`config.mk`:
```
export PLATFORM = sky130hd
export DESIGN_NAME = ulf_line_control
export DESIGN_NICKNAME = d
export VERILOG_FILES = /design/src/hdl/ulf_pkg.sv /design/src/hdl/ulf_line_control.sv /design/src/hdl/ulf_tx_fifo.sv
export SDC_FILE = /design/constraint.sdc
export NUM_CORES = 1
export LEC_CHECK = 0
export BUFFER_PORTS_ARGS = -buffer_cell sky130_fd_sc_hd__clkbuf_2
export CAP_MARGIN = 0
export CORE_MARGIN = 2
export CORE_UTILIZATION = 45
export DETAILED_ROUTE_END_ITERATION = 8
export SYNTH_ARGS = -nofsm -noshare
export SYNTH_HDL_FRONTEND = slang
export SYNTH_HIERARCHICAL = 1
export SYNTH_SLANG_ARGS = --single-unit
```
`constraint.sdc`:
```
create_clock -name clock_i -period 9.8 [get_ports clock_i]
set_input_delay 0.98 -clock clock_i [delete_from_list [all_inputs] [get_ports clock_i]]
set_output_delay 0.98 -clock clock_i [all_outputs]
set_load 0.02 [all_outputs]
```
`src/hdl/ulf_pkg.sv`:
```
package ulf_pkg;

  // shared I/O addresses of the channel
  localparam logic [7:0] ULF_ADDR_DATA = 8'hc0;
  localparam logic [7:0] ULF_ADDR_AUX = 8'hc1;
  localparam logic [7:0] ULF_ADDR_LCTL = 8'hc3;
  localparam logic [7:0] ULF_LCTL_RESET = 8'h00;

  // line_format_control field positions
  localparam int ULF_BIT_DIV_ACCESS = 7;
  localparam int ULF_BIT_BREAK = 6;
  localparam int ULF_BIT_FORCE_ERR = 5;
  localparam int ULF_BIT_SENSE = 4;
  localparam int ULF_BIT_PEN = 3;
  localparam int ULF_BIT_STOP2 = 2;

  // baud ticks per bit and the mid-bit sample point
  localparam logic [3:0] ULF_TICKS_LAST = 4'hf;
  localparam logic [3:0] ULF_MID_TICK = 4'h7;
  localparam int ULF_FIFO_DEPTH = 16;

  typedef struct packed {
    logic divisor_latch_access;
    logic break_force;
    logic parity_error_force;
    logic parity_sense;
    logic parity_on;
    logic stop_two;
    logic [1:0] data_len;
  } ulf_lctl_type;

  typedef struct packed {
    logic [7:0] data;
    logic parity_err;
    logic frame_err;
  } ulf_rx_type;

  typedef enum logic [2:0] {
    ULF_IDLE = 3'h0,
    ULF_START = 3'h1,
    ULF_DATA = 3'h3,
    ULF_PARITY = 3'h2,
    ULF_STOP = 3'h6,
    ULF_BREAK = 3'h7
  } ulf_tx_state_type;

  // xor of the active data bits
  function automatic logic ulf_data_xor(input logic [7:0] d, input logic [1:0] len);
    logic [7:0] m;
    m = 8'hff >> (2'h3 - len);
    return ^(d & m);
  endfunction

  // number of data bits minus one
  function automatic logic [3:0] ulf_last_bit(input logic [1:0] len);
    return 4'h4 + {2'h0, len};
  endfunction

endpackage

```
`src/hdl/ulf_line_control.sv`:
```
`timescale 1ns/1ps
// Function
// - divisor_latch_access 1 maps shared data addresses to baud divisor, 0 maps only the data address to the transceiver.
// - break_force drives the line low starting at the next bit boundary.
// - a character in the shifter is dropped when a break begins.
// - the transmit queue is flushed just before the line first goes low.
// - after break clears, the line idles from the next bit boundary and queued data starts at the boundary after it.
// - parity_error_force with parity_on sends an inverted parity bit.
// - parity_sense 0 without multidrop gives odd parity both ways.
// - parity_sense 1 without multidrop gives even parity both ways.
// - parity_on adds a parity bit on transmit and checks it on receive.
// - parity_on 0 sends no parity bit and checks none.
// - multidrop sends parity_sense itself as the parity bit, space or mark.
// - multidrop receive always checks for space parity.
// - low two bits of char_format pick five to eight data bits.
// - bit 2 of char_format picks one or two stop bits.
// - in multidrop, parity_sense clears after the first character is sent.
module ulf_line_control (
  // clock and reset
  input wire logic clock_i,
  input wire logic srst_i,
  // register port
  input wire logic [7:0] addr_i,
  input wire logic [7:0] wdata_i,
  input wire logic wr_i,
  input wire logic rd_i,
  output logic [7:0] rdata_o,
  output logic divisor_sel_o,
  output logic tx_full_o,
  // line and timing
  input wire logic baud_tick_i,
  input wire logic multidrop_i,
  input wire logic rxd_i,
  output logic txd_o,
  // status
  output logic tx_holding_empty_o,
  output ulf_pkg::ulf_rx_type rx_o,
  output logic rx_valid_o
);
  import ulf_pkg::*;

  ulf_lctl_type lctl_reg;
  ulf_tx_state_type state_reg;
  logic [3:0] tick_reg;
  logic [3:0] bit_reg;
  logic [7:0] shift_reg;
  logic par_reg;
  logic stop_first_reg;
  logic txd_reg;
  logic [7:0] rdata_reg;
  logic [2:0] rx_sync_reg;
  logic rx_lvl_reg;
  logic rx_act_reg;
  logic [3:0] rx_tick_reg;
  logic [3:0] rx_idx_reg;
  logic [7:0] rx_shift_reg;
  logic rx_par_reg;
  ulf_rx_type rx_reg;
  logic rx_valid_reg;
  logic [7:0] head;
  logic fifo_empty;

  // shared address decode
  wire shared_hit = (addr_i == ULF_ADDR_DATA) || (addr_i == ULF_ADDR_AUX);
  wire lctl_wr = wr_i && (addr_i == ULF_ADDR_LCTL);
  wire thr_wr = wr_i && addr_i == ULF_ADDR_DATA && !lctl_reg.divisor_latch_access;
  assign divisor_sel_o = (wr_i || rd_i) && shared_hit && lctl_reg.divisor_latch_access;

  // transmit timing
  wire bit_edge = baud_tick_i && tick_reg == ULF_TICKS_LAST;
  wire brk_start = bit_edge && lctl_reg.break_force && state_reg != ULF_BREAK;
  wire flush = brk_start;
  wire load = bit_edge && state_reg == ULF_IDLE && !lctl_reg.break_force && !fifo_empty;
  wire [3:0] last_bit = ulf_last_bit(lctl_reg.data_len);
  wire head_xor = ulf_data_xor(head, lctl_reg.data_len);
  wire par_good = multidrop_i ? lctl_reg.parity_sense : (head_xor ^ !lctl_reg.parity_sense);
  wire par_send = par_good ^ lctl_reg.parity_error_force;
  wire data_done = bit_edge && state_reg == ULF_DATA && bit_reg == last_bit;
  wire char_done = bit_edge && state_reg == ULF_STOP && !stop_first_reg;

  ulf_tx_fifo #(
    .WIDTH(8),
    .DEPTH(ULF_FIFO_DEPTH)
  ) u_fifo (
    .clock_i(clock_i),
    .srst_i(srst_i),
    .push_i(thr_wr),
    .wdata_i(wdata_i),
    .full_o(tx_full_o),
    .pop_i(load),
    .flush_i(flush),
    .head_o(head),
    .empty_o(fifo_empty)
  );

  // register write; hardware clears parity_sense after a multidrop character
  always_ff @(posedge clock_i) begin
    if (srst_i) begin
      lctl_reg <= ULF_LCTL_RESET;
    end else if (lctl_wr) begin
      lctl_reg <= wdata_i;
    end else if (char_done && multidrop_i) begin
      lctl_reg.parity_sense <= 1'b0;
    end
  end

  always_ff @(posedge clock_i) begin
    if (srst_i) begin
      rdata_reg <= 8'h00;
    end else if (rd_i) begin
      rdata_reg <= (addr_i == ULF_ADDR_LCTL) ? lctl_reg :
                   (addr_i == ULF_ADDR_DATA && !lctl_reg.divisor_latch_access) ? rx_reg.data : 8'h00;
    end
  end

  always_ff @(posedge clock_i) begin
    if (srst_i) begin
      tick_reg <= 4'h0;
    end else if (baud_tick_i) begin
      tick_reg <= tick_reg + 4'h1;
    end
  end

  // transmitter
  always_ff @(posedge clock_i) begin
    if (srst_i) begin
      state_reg <= ULF_IDLE;
      bit_reg <= 4'h0;
      shift_reg <= 8'h00;
      par_reg <= 1'b0;
      stop_first_reg <= 1'b0;
    end else if (brk_start) begin
      state_reg <= ULF_BREAK;
    end else if (bit_edge) begin
      case (state_reg)
        ULF_IDLE: begin
          if (load) begin
            state_reg <= ULF_START;
            shift_reg <= head;
            par_reg <= par_send;
          end
        end
        ULF_START: begin
          state_reg <= ULF_DATA;
          bit_reg <= 4'h0;
        end
        ULF_DATA: begin
          shift_reg <= {1'b0, shift_reg[7:1]};
          bit_reg <= bit_reg + 4'h1;
          if (bit_reg == last_bit) begin
            state_reg <= lctl_reg.parity_on ? ULF_PARITY : ULF_STOP;
            stop_first_reg <= lctl_reg.stop_two;
          end
        end
        ULF_PARITY: begin
          state_reg <= ULF_STOP;
        end
        ULF_STOP: begin
          stop_first_reg <= 1'b0;
          if (!stop_first_reg) begin
            state_reg <= ULF_IDLE;
          end
        end
        ULF_BREAK: begin
          if (!lctl_reg.break_force) begin
            state_reg <= ULF_IDLE;
          end
        end
        default: begin
          state_reg <= ULF_IDLE;
        end
      endcase
    end
  end

  wire tx_line = (state_reg == ULF_START || state_reg == ULF_BREAK) ? 1'b0 :
                 (state_reg == ULF_DATA) ? shift_reg[0] :
                 (state_reg == ULF_PARITY) ? par_reg : 1'b1;

  always_ff @(posedge clock_i) begin
    if (srst_i) begin
      txd_reg <= 1'b1;
    end else begin
      txd_reg <= tx_line;
    end
  end

  assign txd_o = txd_reg;
  assign tx_holding_empty_o = fifo_empty;
  assign rdata_o = rdata_reg;

  // receiver
  // index of the stop bit: start, data, optional parity
  wire [3:0] rx_total = last_bit + 4'h2 + {3'h0, lctl_reg.parity_on};
  wire rx_mid = baud_tick_i && rx_act_reg && rx_tick_reg == ULF_MID_TICK;
  wire rx_end = rx_mid && rx_idx_reg == rx_total;
  wire [7:0] rx_aligned = rx_shift_reg >> (2'h3 - lctl_reg.data_len);
  wire rx_xor = ulf_data_xor(rx_aligned, lctl_reg.data_len);
  wire rx_exp = multidrop_i ? 1'b0 : (rx_xor ^ !lctl_reg.parity_sense);

  always_ff @(posedge clock_i) begin
    if (srst_i) begin
      rx_sync_reg <= 3'h7;
      rx_lvl_reg <= 1'b1;
    end else begin
      rx_sync_reg <= {rx_sync_reg[1:0], rxd_i};
      if (rx_sync_reg[1] == rx_sync_reg[2]) begin
        rx_lvl_reg <= rx_sync_reg[2];
      end
    end
  end

  always_ff @(posedge clock_i) begin
    if (srst_i) begin
      rx_act_reg <= 1'b0;
      rx_tick_reg <= 4'h0;
      rx_idx_reg <= 4'h0;
      rx_shift_reg <= 8'h00;
      rx_par_reg <= 1'b0;
      rx_reg <= '0;
      rx_valid_reg <= 1'b0;
    end else begin
      rx_valid_reg <= 1'b0;
      if (!rx_act_reg) begin
        if (baud_tick_i && !rx_lvl_reg) begin
          rx_act_reg <= 1'b1;
          rx_tick_reg <= 4'h0;
          rx_idx_reg <= 4'h0;
        end
      end else if (baud_tick_i) begin
        rx_tick_reg <= rx_tick_reg + 4'h1;
        if (rx_tick_reg == ULF_MID_TICK) begin
          rx_idx_reg <= rx_idx_reg + 4'h1;
          if (rx_idx_reg == 4'h0 && rx_lvl_reg) begin
            rx_act_reg <= 1'b0;
          end else if (rx_idx_reg != 4'h0 && rx_idx_reg <= last_bit + 4'h1) begin
            rx_shift_reg <= {rx_lvl_reg, rx_shift_reg[7:1]};
          end else if (rx_idx_reg != rx_total) begin
            rx_par_reg <= rx_lvl_reg;
          end
          if (rx_end) begin
            rx_act_reg <= 1'b0;
            rx_valid_reg <= 1'b1;
            rx_reg.data <= rx_aligned;
            rx_reg.parity_err <= lctl_reg.parity_on && (rx_par_reg != rx_exp);
            rx_reg.frame_err <= !rx_lvl_reg;
          end
        end
      end
    end
  end

  assign rx_o = rx_reg;
  assign rx_valid_o = rx_valid_reg;
endmodule

```
`src/hdl/ulf_tx_fifo.sv`:
```
`timescale 1ns/1ps
module ulf_tx_fifo #(
  parameter int WIDTH = 8,
  parameter int DEPTH = 16
) (
  // clock and reset
  input wire logic clock_i,
  input wire logic srst_i,
  // write side
  input wire logic push_i,
  input wire logic [WIDTH-1:0] wdata_i,
  output logic full_o,
  // read side
  input wire logic pop_i,
  input wire logic flush_i,
  output logic [WIDTH-1:0] head_o,
  output logic empty_o
);
  localparam int AW = $clog2(DEPTH);

  logic [WIDTH-1:0] mem [DEPTH];
  logic [AW-1:0] wptr_reg;
  logic [AW-1:0] rptr_reg;
  logic [AW:0] count_reg;
  logic [WIDTH-1:0] head_reg;

  wire do_push = push_i && !full_o && !flush_i;
  wire do_pop = pop_i && !empty_o && !flush_i;
  wire [AW-1:0] rptr_next = flush_i ? wptr_reg : (do_pop ? AW'(rptr_reg + 1'b1) : rptr_reg);

  assign full_o = (count_reg == (AW+1)'(DEPTH));
  assign empty_o = (count_reg == '0);
  assign head_o = head_reg;

  always_ff @(posedge clock_i) begin
    if (do_push) begin
      mem[wptr_reg] <= wdata_i;
    end
    // head bypasses the array when the slot is written this cycle
    head_reg <= (do_push && wptr_reg == rptr_next) ? wdata_i : mem[rptr_next];
  end

  always_ff @(posedge clock_i) begin
    if (srst_i || flush_i) begin
      wptr_reg <= '0;
      rptr_reg <= '0;
      count_reg <= '0;
    end else begin
      if (do_push) begin
        wptr_reg <= AW'(wptr_reg + 1'b1);
      end
      rptr_reg <= rptr_next;
      count_reg <= (AW+1)'(count_reg + {{AW{1'b0}}, do_push} - {{AW{1'b0}}, do_pop});
    end
  end
endmodule

```
Yosys cells after proc, flatten, opt, wreduce, memory -nomap -nowiden
Memory sizes are Yosys's and may differ from the RTL's. A register that Yosys moved wholly into a read port is not among the register bits.
Cells that the tools add are included.
{"block": "word_totals", "output_inout_bits": 23, "ff_bits": 84, "mem_bits_rw": 128, "memories": 1, "inputBits": 23}
{"memory": "u_fifo.mem", "words": 16, "width": 8, "read_ports": 1, "rd_clocked_by_memory_dff": 1, "write_ports": 1, "line": "ulf_tx_fifo.sv:21", "text": "logic [WIDTH-1:0] mem [DEPTH];"}
{"block": "op_classes", "n_mux": 39, "n_shift": 2, "reduce_logical": 61, "magnitude_cmp": 1, "bitwise": 11, "add_sub_neg": 13, "n_eq_ne": 25}
{"op": "2-to-1 mux 4 bit", "count": 8}
{"op": "adder 4 x 1 -> 4 bit, second input constant", "count": 7}
{"op": "logical AND 1 bit", "count": 26}
{"op": "equality test 8 bit, second input constant", "count": 3}
{"op": "2-to-1 mux 8 bit", "count": 3}
{"op": "2-to-1 mux 3 bit", "count": 7}
{"op": "one-hot mux 3 bit (6 select lines)", "count": 1}
{"op": "2-to-1 mux 1 bit", "count": 17}
{"op": "bitwise AND 8 bit", "count": 2}
{"op": "one-hot mux 8 bit (2 select lines)", "count": 1}
{"op": "AND reduction 4 bit", "count": 4}
{"op": "parity 8 bit", "count": 2}
{"op": "nonzero test 2 bit", "count": 6}
{"op": "AND reduction 5 bit", "count": 2}
{"op": "equality test 4 bit", "count": 2}
{"op": "zero test 1 bit", "count": 8}
{"op": "one-hot mux 4 bit (2 select lines)", "count": 1}
{"op": ">> shifter 8 x 2 -> 8 bit", "count": 1}
{"op": ">> shifter 8 x 2 -> 8 bit, first input constant", "count": 1}
{"op": "equality test 3 x 2 -> 1 bit, second input constant", "count": 2}
{"op": "equality test 3 bit, second input constant", "count": 2}
{"op": "inequality test 2 x 1 -> 1 bit, second input constant", "count": 3}
{"op": "inequality test 3 x 1 -> 1 bit, second input constant", "count": 2}
{"op": "inequality test 3 x 2 -> 1 bit, second input constant", "count": 2}
{"op": "other kinds (28)", "count": 39}

Depth between registers and ports, before layout
{"block": "depth", "depth_word": 9, "depth_mapped": 17, "mapped_depth_nobuf": 16}

By module
Netlist, hierarchy kept.
{"module": "ulf_tx_fifo", "cells_per_inst": 314, "seq_area_each_um2": 4184.0, "area_per_inst_um2": 5790.6, "n_inst": 1}
{"module": "ulf_line_control", "cells_per_inst": 426, "seq_area_each_um2": 1421.4, "area_per_inst_um2": 3696.0, "n_inst": 1}

Worst setup path after synthesis
Ideal clock, no wire load.
{"block": "synth_path", "path_type": "input to register", "startpoint": "in baud_tick_i", "endpoint": "reg u_fifo.count_reg[4]", "arrival_ps": 3388, "path_slack_ps": 6282, "setup_time_ps": 130, "path_buffers": 0, "stages": 14, "cell_sequence": "nand4_1 -> or3_1 -> nor2_1 -> nand2b_2 -> nor2_1 -> ha_1 -> inv_1 -> ha_1 -> inv_1 -> fa_1 -> nand2b_1 -> a21oi_1 -> o21ai_0 -> nor3b_1"}
{"block": "synth_via", "elab_chain_len": 7, "word_cells_on_any_way": 13, "classes_between": "2 x add/sub; 11 x reduce/logical"}
{"element": "start: declaration", "line": "ulf_line_control.sv:31", "text": "input wire logic baud_tick_i,"}
{"element": "logical AND 1 bit", "line": "ulf_line_control.sv:70", "text": "wire bit_edge = baud_tick_i && tick_reg == ULF_TICKS_LAST;"}
{"element": "logical AND 1 bit (3 in a row)", "line": "ulf_line_control.sv:73", "text": "wire load = bit_edge && state_reg == ULF_IDLE && !lctl_reg.break_force && !fifo_empty;"}
{"element": "net load", "line": "ulf_line_control.sv:73"}
{"element": "logical AND 1 bit (2 in a row)", "line": "ulf_tx_fifo.sv:28", "text": "wire do_pop = pop_i && !empty_o && !flush_i;"}
{"element": "subtractor 5 x 1 -> 5 bit", "line": "ulf_tx_fifo.sv:53", "text": "count_reg <= (AW+1)'(count_reg + {{AW{1'b0}}, do_push} - {{AW{1'b0}}, do_pop});"}
{"element": "end signal: assignment", "line": "ulf_tx_fifo.sv:53"}
{"element": "end: declaration", "line": "ulf_tx_fifo.sv:24", "text": "logic [AW:0] count_reg;"}
The timed path passes the listed nets, and every way through them passes these cells.
A chain may end at the register's enable or synchronous reset.

Worst setup path after layout
Ends and elaborated chain as after synthesis.

==> impl_results.md <==
- HPWL Detailed: ~13000 um
- DR pass1 iterations: 5
- Ratio of final minimum period to clock period: about 37%
- Critical path startpoint category: input pin
- Type of the most critical hold path: flip-flop to flip-flop
- Clock-pin slew on the worst setup and hold paths: roughly 60 ps
- Average cell area after synthesis: 12.8 um2
- Via-per-instance ratio: 5.45
- Area taken by multi-input logic gates: around 0.0036 mm2
- Achievable frequency: about 0.27 GHz
- Number of global-route vias before repair: 5920
- Final net count: just over 800
- Flip-flop count of the largest register, all copies and words added: 128
- Crit end category: flip-flop
- Number of synthesized flops with an enable pin: about 130
- Worst Tran Pin Value: about 1200 ps
- Effective utilization at floorplan: around 46%
- CTS buffer count: 24
- Clock period minus final worst setup slack: about 3600 ps
- Clock tree from TritonCTS: yes
- Synthesized cell area: about 0.0095 mm2
- Die Wd: ~150 um
- Outcome: finished, final reports clean
- Avg WL per Cell: 18.7 um
- Routed Antenna Nets: 0
- Dominant cells by area after synthesis: sky130_fd_sc_hd__edfxtp_1 41%, sky130_fd_sc_hd__dfxtp_1 19%, sky130_fd_sc_hd__mux4_2 8.1%
- Peak supply drop: roughly 0.00015 V
- Final weighted congestion of routability-driven global placement: between 0.8 and 0.9
- Maximum level of the CTS H-tree: 1
- Setup repair after global routing missed its margin: false
- Syn Inst Count: 740
- Placeable core area: ~0.021 mm2
- GRT Util Overall: a little under a fifth
- Area enclosed by the die boundary: roughly 0.022 mm2
- Number of placed instances, taps included: 1025
- Count of buffer and inverter cells on the critical path: 3
- Hold Vio Cnt, Final: 0
- CP Data Arrival Time: ~4100 ps
- Clock skew after layout: about 16 ps
- Critical-path cell list: clkbuf_2 -> nand4_1 -> or3_1 -> nor2_1 -> nand2b_2 -> nor2_1 -> ha_1 -> inv_1 -> ha_1 -> inv_1 -> fa_1 -> nand2b_1 -> a21oi_1 -> o21ai_0 -> nor3b_1
- Yosys warning total: 6
- Fin cells: between 1k and 1.5k
- Critical Path Slowest Stage Cell: sky130_fd_sc_hd__or3_1
- Yosys reg bits: around 220
- Port Buffers: between 40 and 50
- Slew margin rel.: between 20% and 30%
- DRC violations left: 0
- Total gr overflow: 0
- Static power due to leakage: between 3 and 4 nW
- Biggest area consumer among synthesized cells: sky130_fd_sc_hd__edfxtp_1
- Final Max Slew Viols: 0
- Cell with the most instances after synthesis: sky130_fd_sc_hd__edfxtp_1
- Register with the most flip-flops: u_fifo/mem
- Routed vias: ~6k
- Largest stage delay, worst path: about 420 ps
- Clock Latency Late Sink: 520 ps
- Number of cells upsized or downsized after cts: 0
- Hold-fix buffers, CTS: 0
- Final setup violation count: 0
- Maximum number of pins on one net before global-route repair: 72
- Wirelength, routed: 20000 um
- Power density cells: 172 mW/mm2
- Number of antenna violations at the first check in global routing: 1
- Filler cell count: about 1.8k
- Share of flip-flops with an asynchronous set or reset: 0%
- Syn_nets: between 700 and 800
- Seq. cell area: about 0.0056 mm2
- List of most frequent post-synthesis cells: 128 x sky130_fd_sc_hd__edfxtp_1, 91 x sky130_fd_sc_hd__nor2_1, 88 x sky130_fd_sc_hd__dfxtp_1
- Count of distinct cell types in the synthesized netlist: 60
- Area added between synthesis and finish: 12.3%
- Top_reg_cell synth: sky130_fd_sc_hd__edfxtp_1
- Standard-cell rows: 53
- I/O Pins: 46
- Setup TNS: 0 ps
- Root buffer cell: sky130_fd_sc_hd__clkbuf_16
- Category of cells accounting for the largest share of critical-path delay: simple AND/OR/NAND/NOR gates
- Die H: between 100 and 150 um
- Path type of the worst setup path: input pin to flip-flop
- Max-cap check violation count: 0
- Sequential element share of the synthesized area: about 60%
- Buffers from clock root to sink, at most: 3
- CP Max Fanout: 13
- Number of design-rule violations left by the first detailed-router iteration: about 370
- Share of the synthesized area in the top cell type: about two fifths
- Number of clock sinks seen by CTS: 216
- Global-route wire length before repair: between 30000 and 40000 um
- Fraction of layout instances using a drive strength above 1: ~18%
- Data required time of the critical path: about 10000 ps
- Setup Fix Bufs, Post-CTS: 0
power breakdown:
part	switching [mW]	internal, mW	total (mW)
combinational	0.0218	0.00644	0.0282
sequential	0.00133	0.961	0.963
clock	0.354	0.489	0.843
final cells by class:
class                      instances  area share, %
antenna                            1         0.0235
timing repair buffer              48           2.32
inverter                          25          0.881
clock inverter                    13           1.06
tap                              275           3.23
multi-input combinational        461           33.9
sequential                       216           52.6
clock buffer                      31           5.99
cells by family after synthesis:
group | share of synthesized area [%]
compound gates | 6.86
simple gates | 11.7
fa+ha+maj | 3.38
xor+xnor | 3.32
buf+inv | 2.86
flops | 59.1
mux | 12.8
worst reg2reg max path: cells and delay by family (launching register included):
| family | cells | cell delay (ps) |
|---|---|---|
| buffers and inverters | 2 | 120 |
| and+or+nand+nor | 7 | 1580 |
| DFF | 1 | 380 |
| AOI/OAI and AO/OA | 2 | 280 |
| adders and majority gates | 4 | 1000 |
worst paths after layout:
| path | start | endpoint | slack [ps] | depth (start not counted) |
|---|---|---|---|---|
| worst min-delay path | rx_sync_reg[0] | rx_sync_reg[1] | 420 | 1 |
| worst max register to register | tick_reg[0] | u_fifo/count_reg[4] | 6320 | 15 |
| worst min register to register | rx_sync_reg[0] | rx_sync_reg[1] | 420 | 1 |
| worst max-delay path | baud_tick_i | u_fifo/count_reg[4] | 6160 | 15 |
through the flow:
step / area, um2 / total power [mW] / worst slack, ps / util (%) / hold WS, ps
finish: 10700 / 1.83 / 6160 / 51.2 / 419
global route: 10700 / 1.89 / 5810 / 51.2 / 432
floorplan: 9490 / 0.992 / 6280 / - / 389
detailed placement: 9900 / 1.01 / 5600 / 47.6 / 406
global placement: 9900 / 1.01 / 5720 / 47.6 / 396
CTS: 10700 / 1.86 / 6170 / 51.2 / 421
placed cells by master (no fill, tap or decap), types with 7 or more instances in the layout:
cell,instances
sky130_fd_sc_hd__edfxtp_1,128
sky130_fd_sc_hd__nor2_1,91
sky130_fd_sc_hd__dfxtp_1,86
sky130_fd_sc_hd__nand2_1,51
sky130_fd_sc_hd__clkbuf_2,46
sky130_fd_sc_hd__a21oi_1,37
sky130_fd_sc_hd__mux4_2,34
sky130_fd_sc_hd__mux2i_1,31
sky130_fd_sc_hd__inv_1,25
sky130_fd_sc_hd__ha_1,24
sky130_fd_sc_hd__clkbuf_16,24
sky130_fd_sc_hd__a22oi_1,19
sky130_fd_sc_hd__xnor2_1,18
sky130_fd_sc_hd__nor2b_1,16
sky130_fd_sc_hd__nor3_1,15
sky130_fd_sc_hd__o21ai_0,11
sky130_fd_sc_hd__xor2_1,11
sky130_fd_sc_hd__nand4_1,10
sky130_fd_sc_hd__nand2b_1,10
sky130_fd_sc_hd__a211oi_1,10
sky130_fd_sc_hd__a22o_1,7
sky130_fd_sc_hd__nand3_1,7
sky130_fd_sc_hd__or2_2,7
per-layer routing:
layer	global-route usage, %	routed length, um
met1	23.5	8740
met2	31.9	9820
met3	3.94	1010
met4	4.29	428
met5	0	0
No activity file was read; power rests on OpenSTA's default activity.
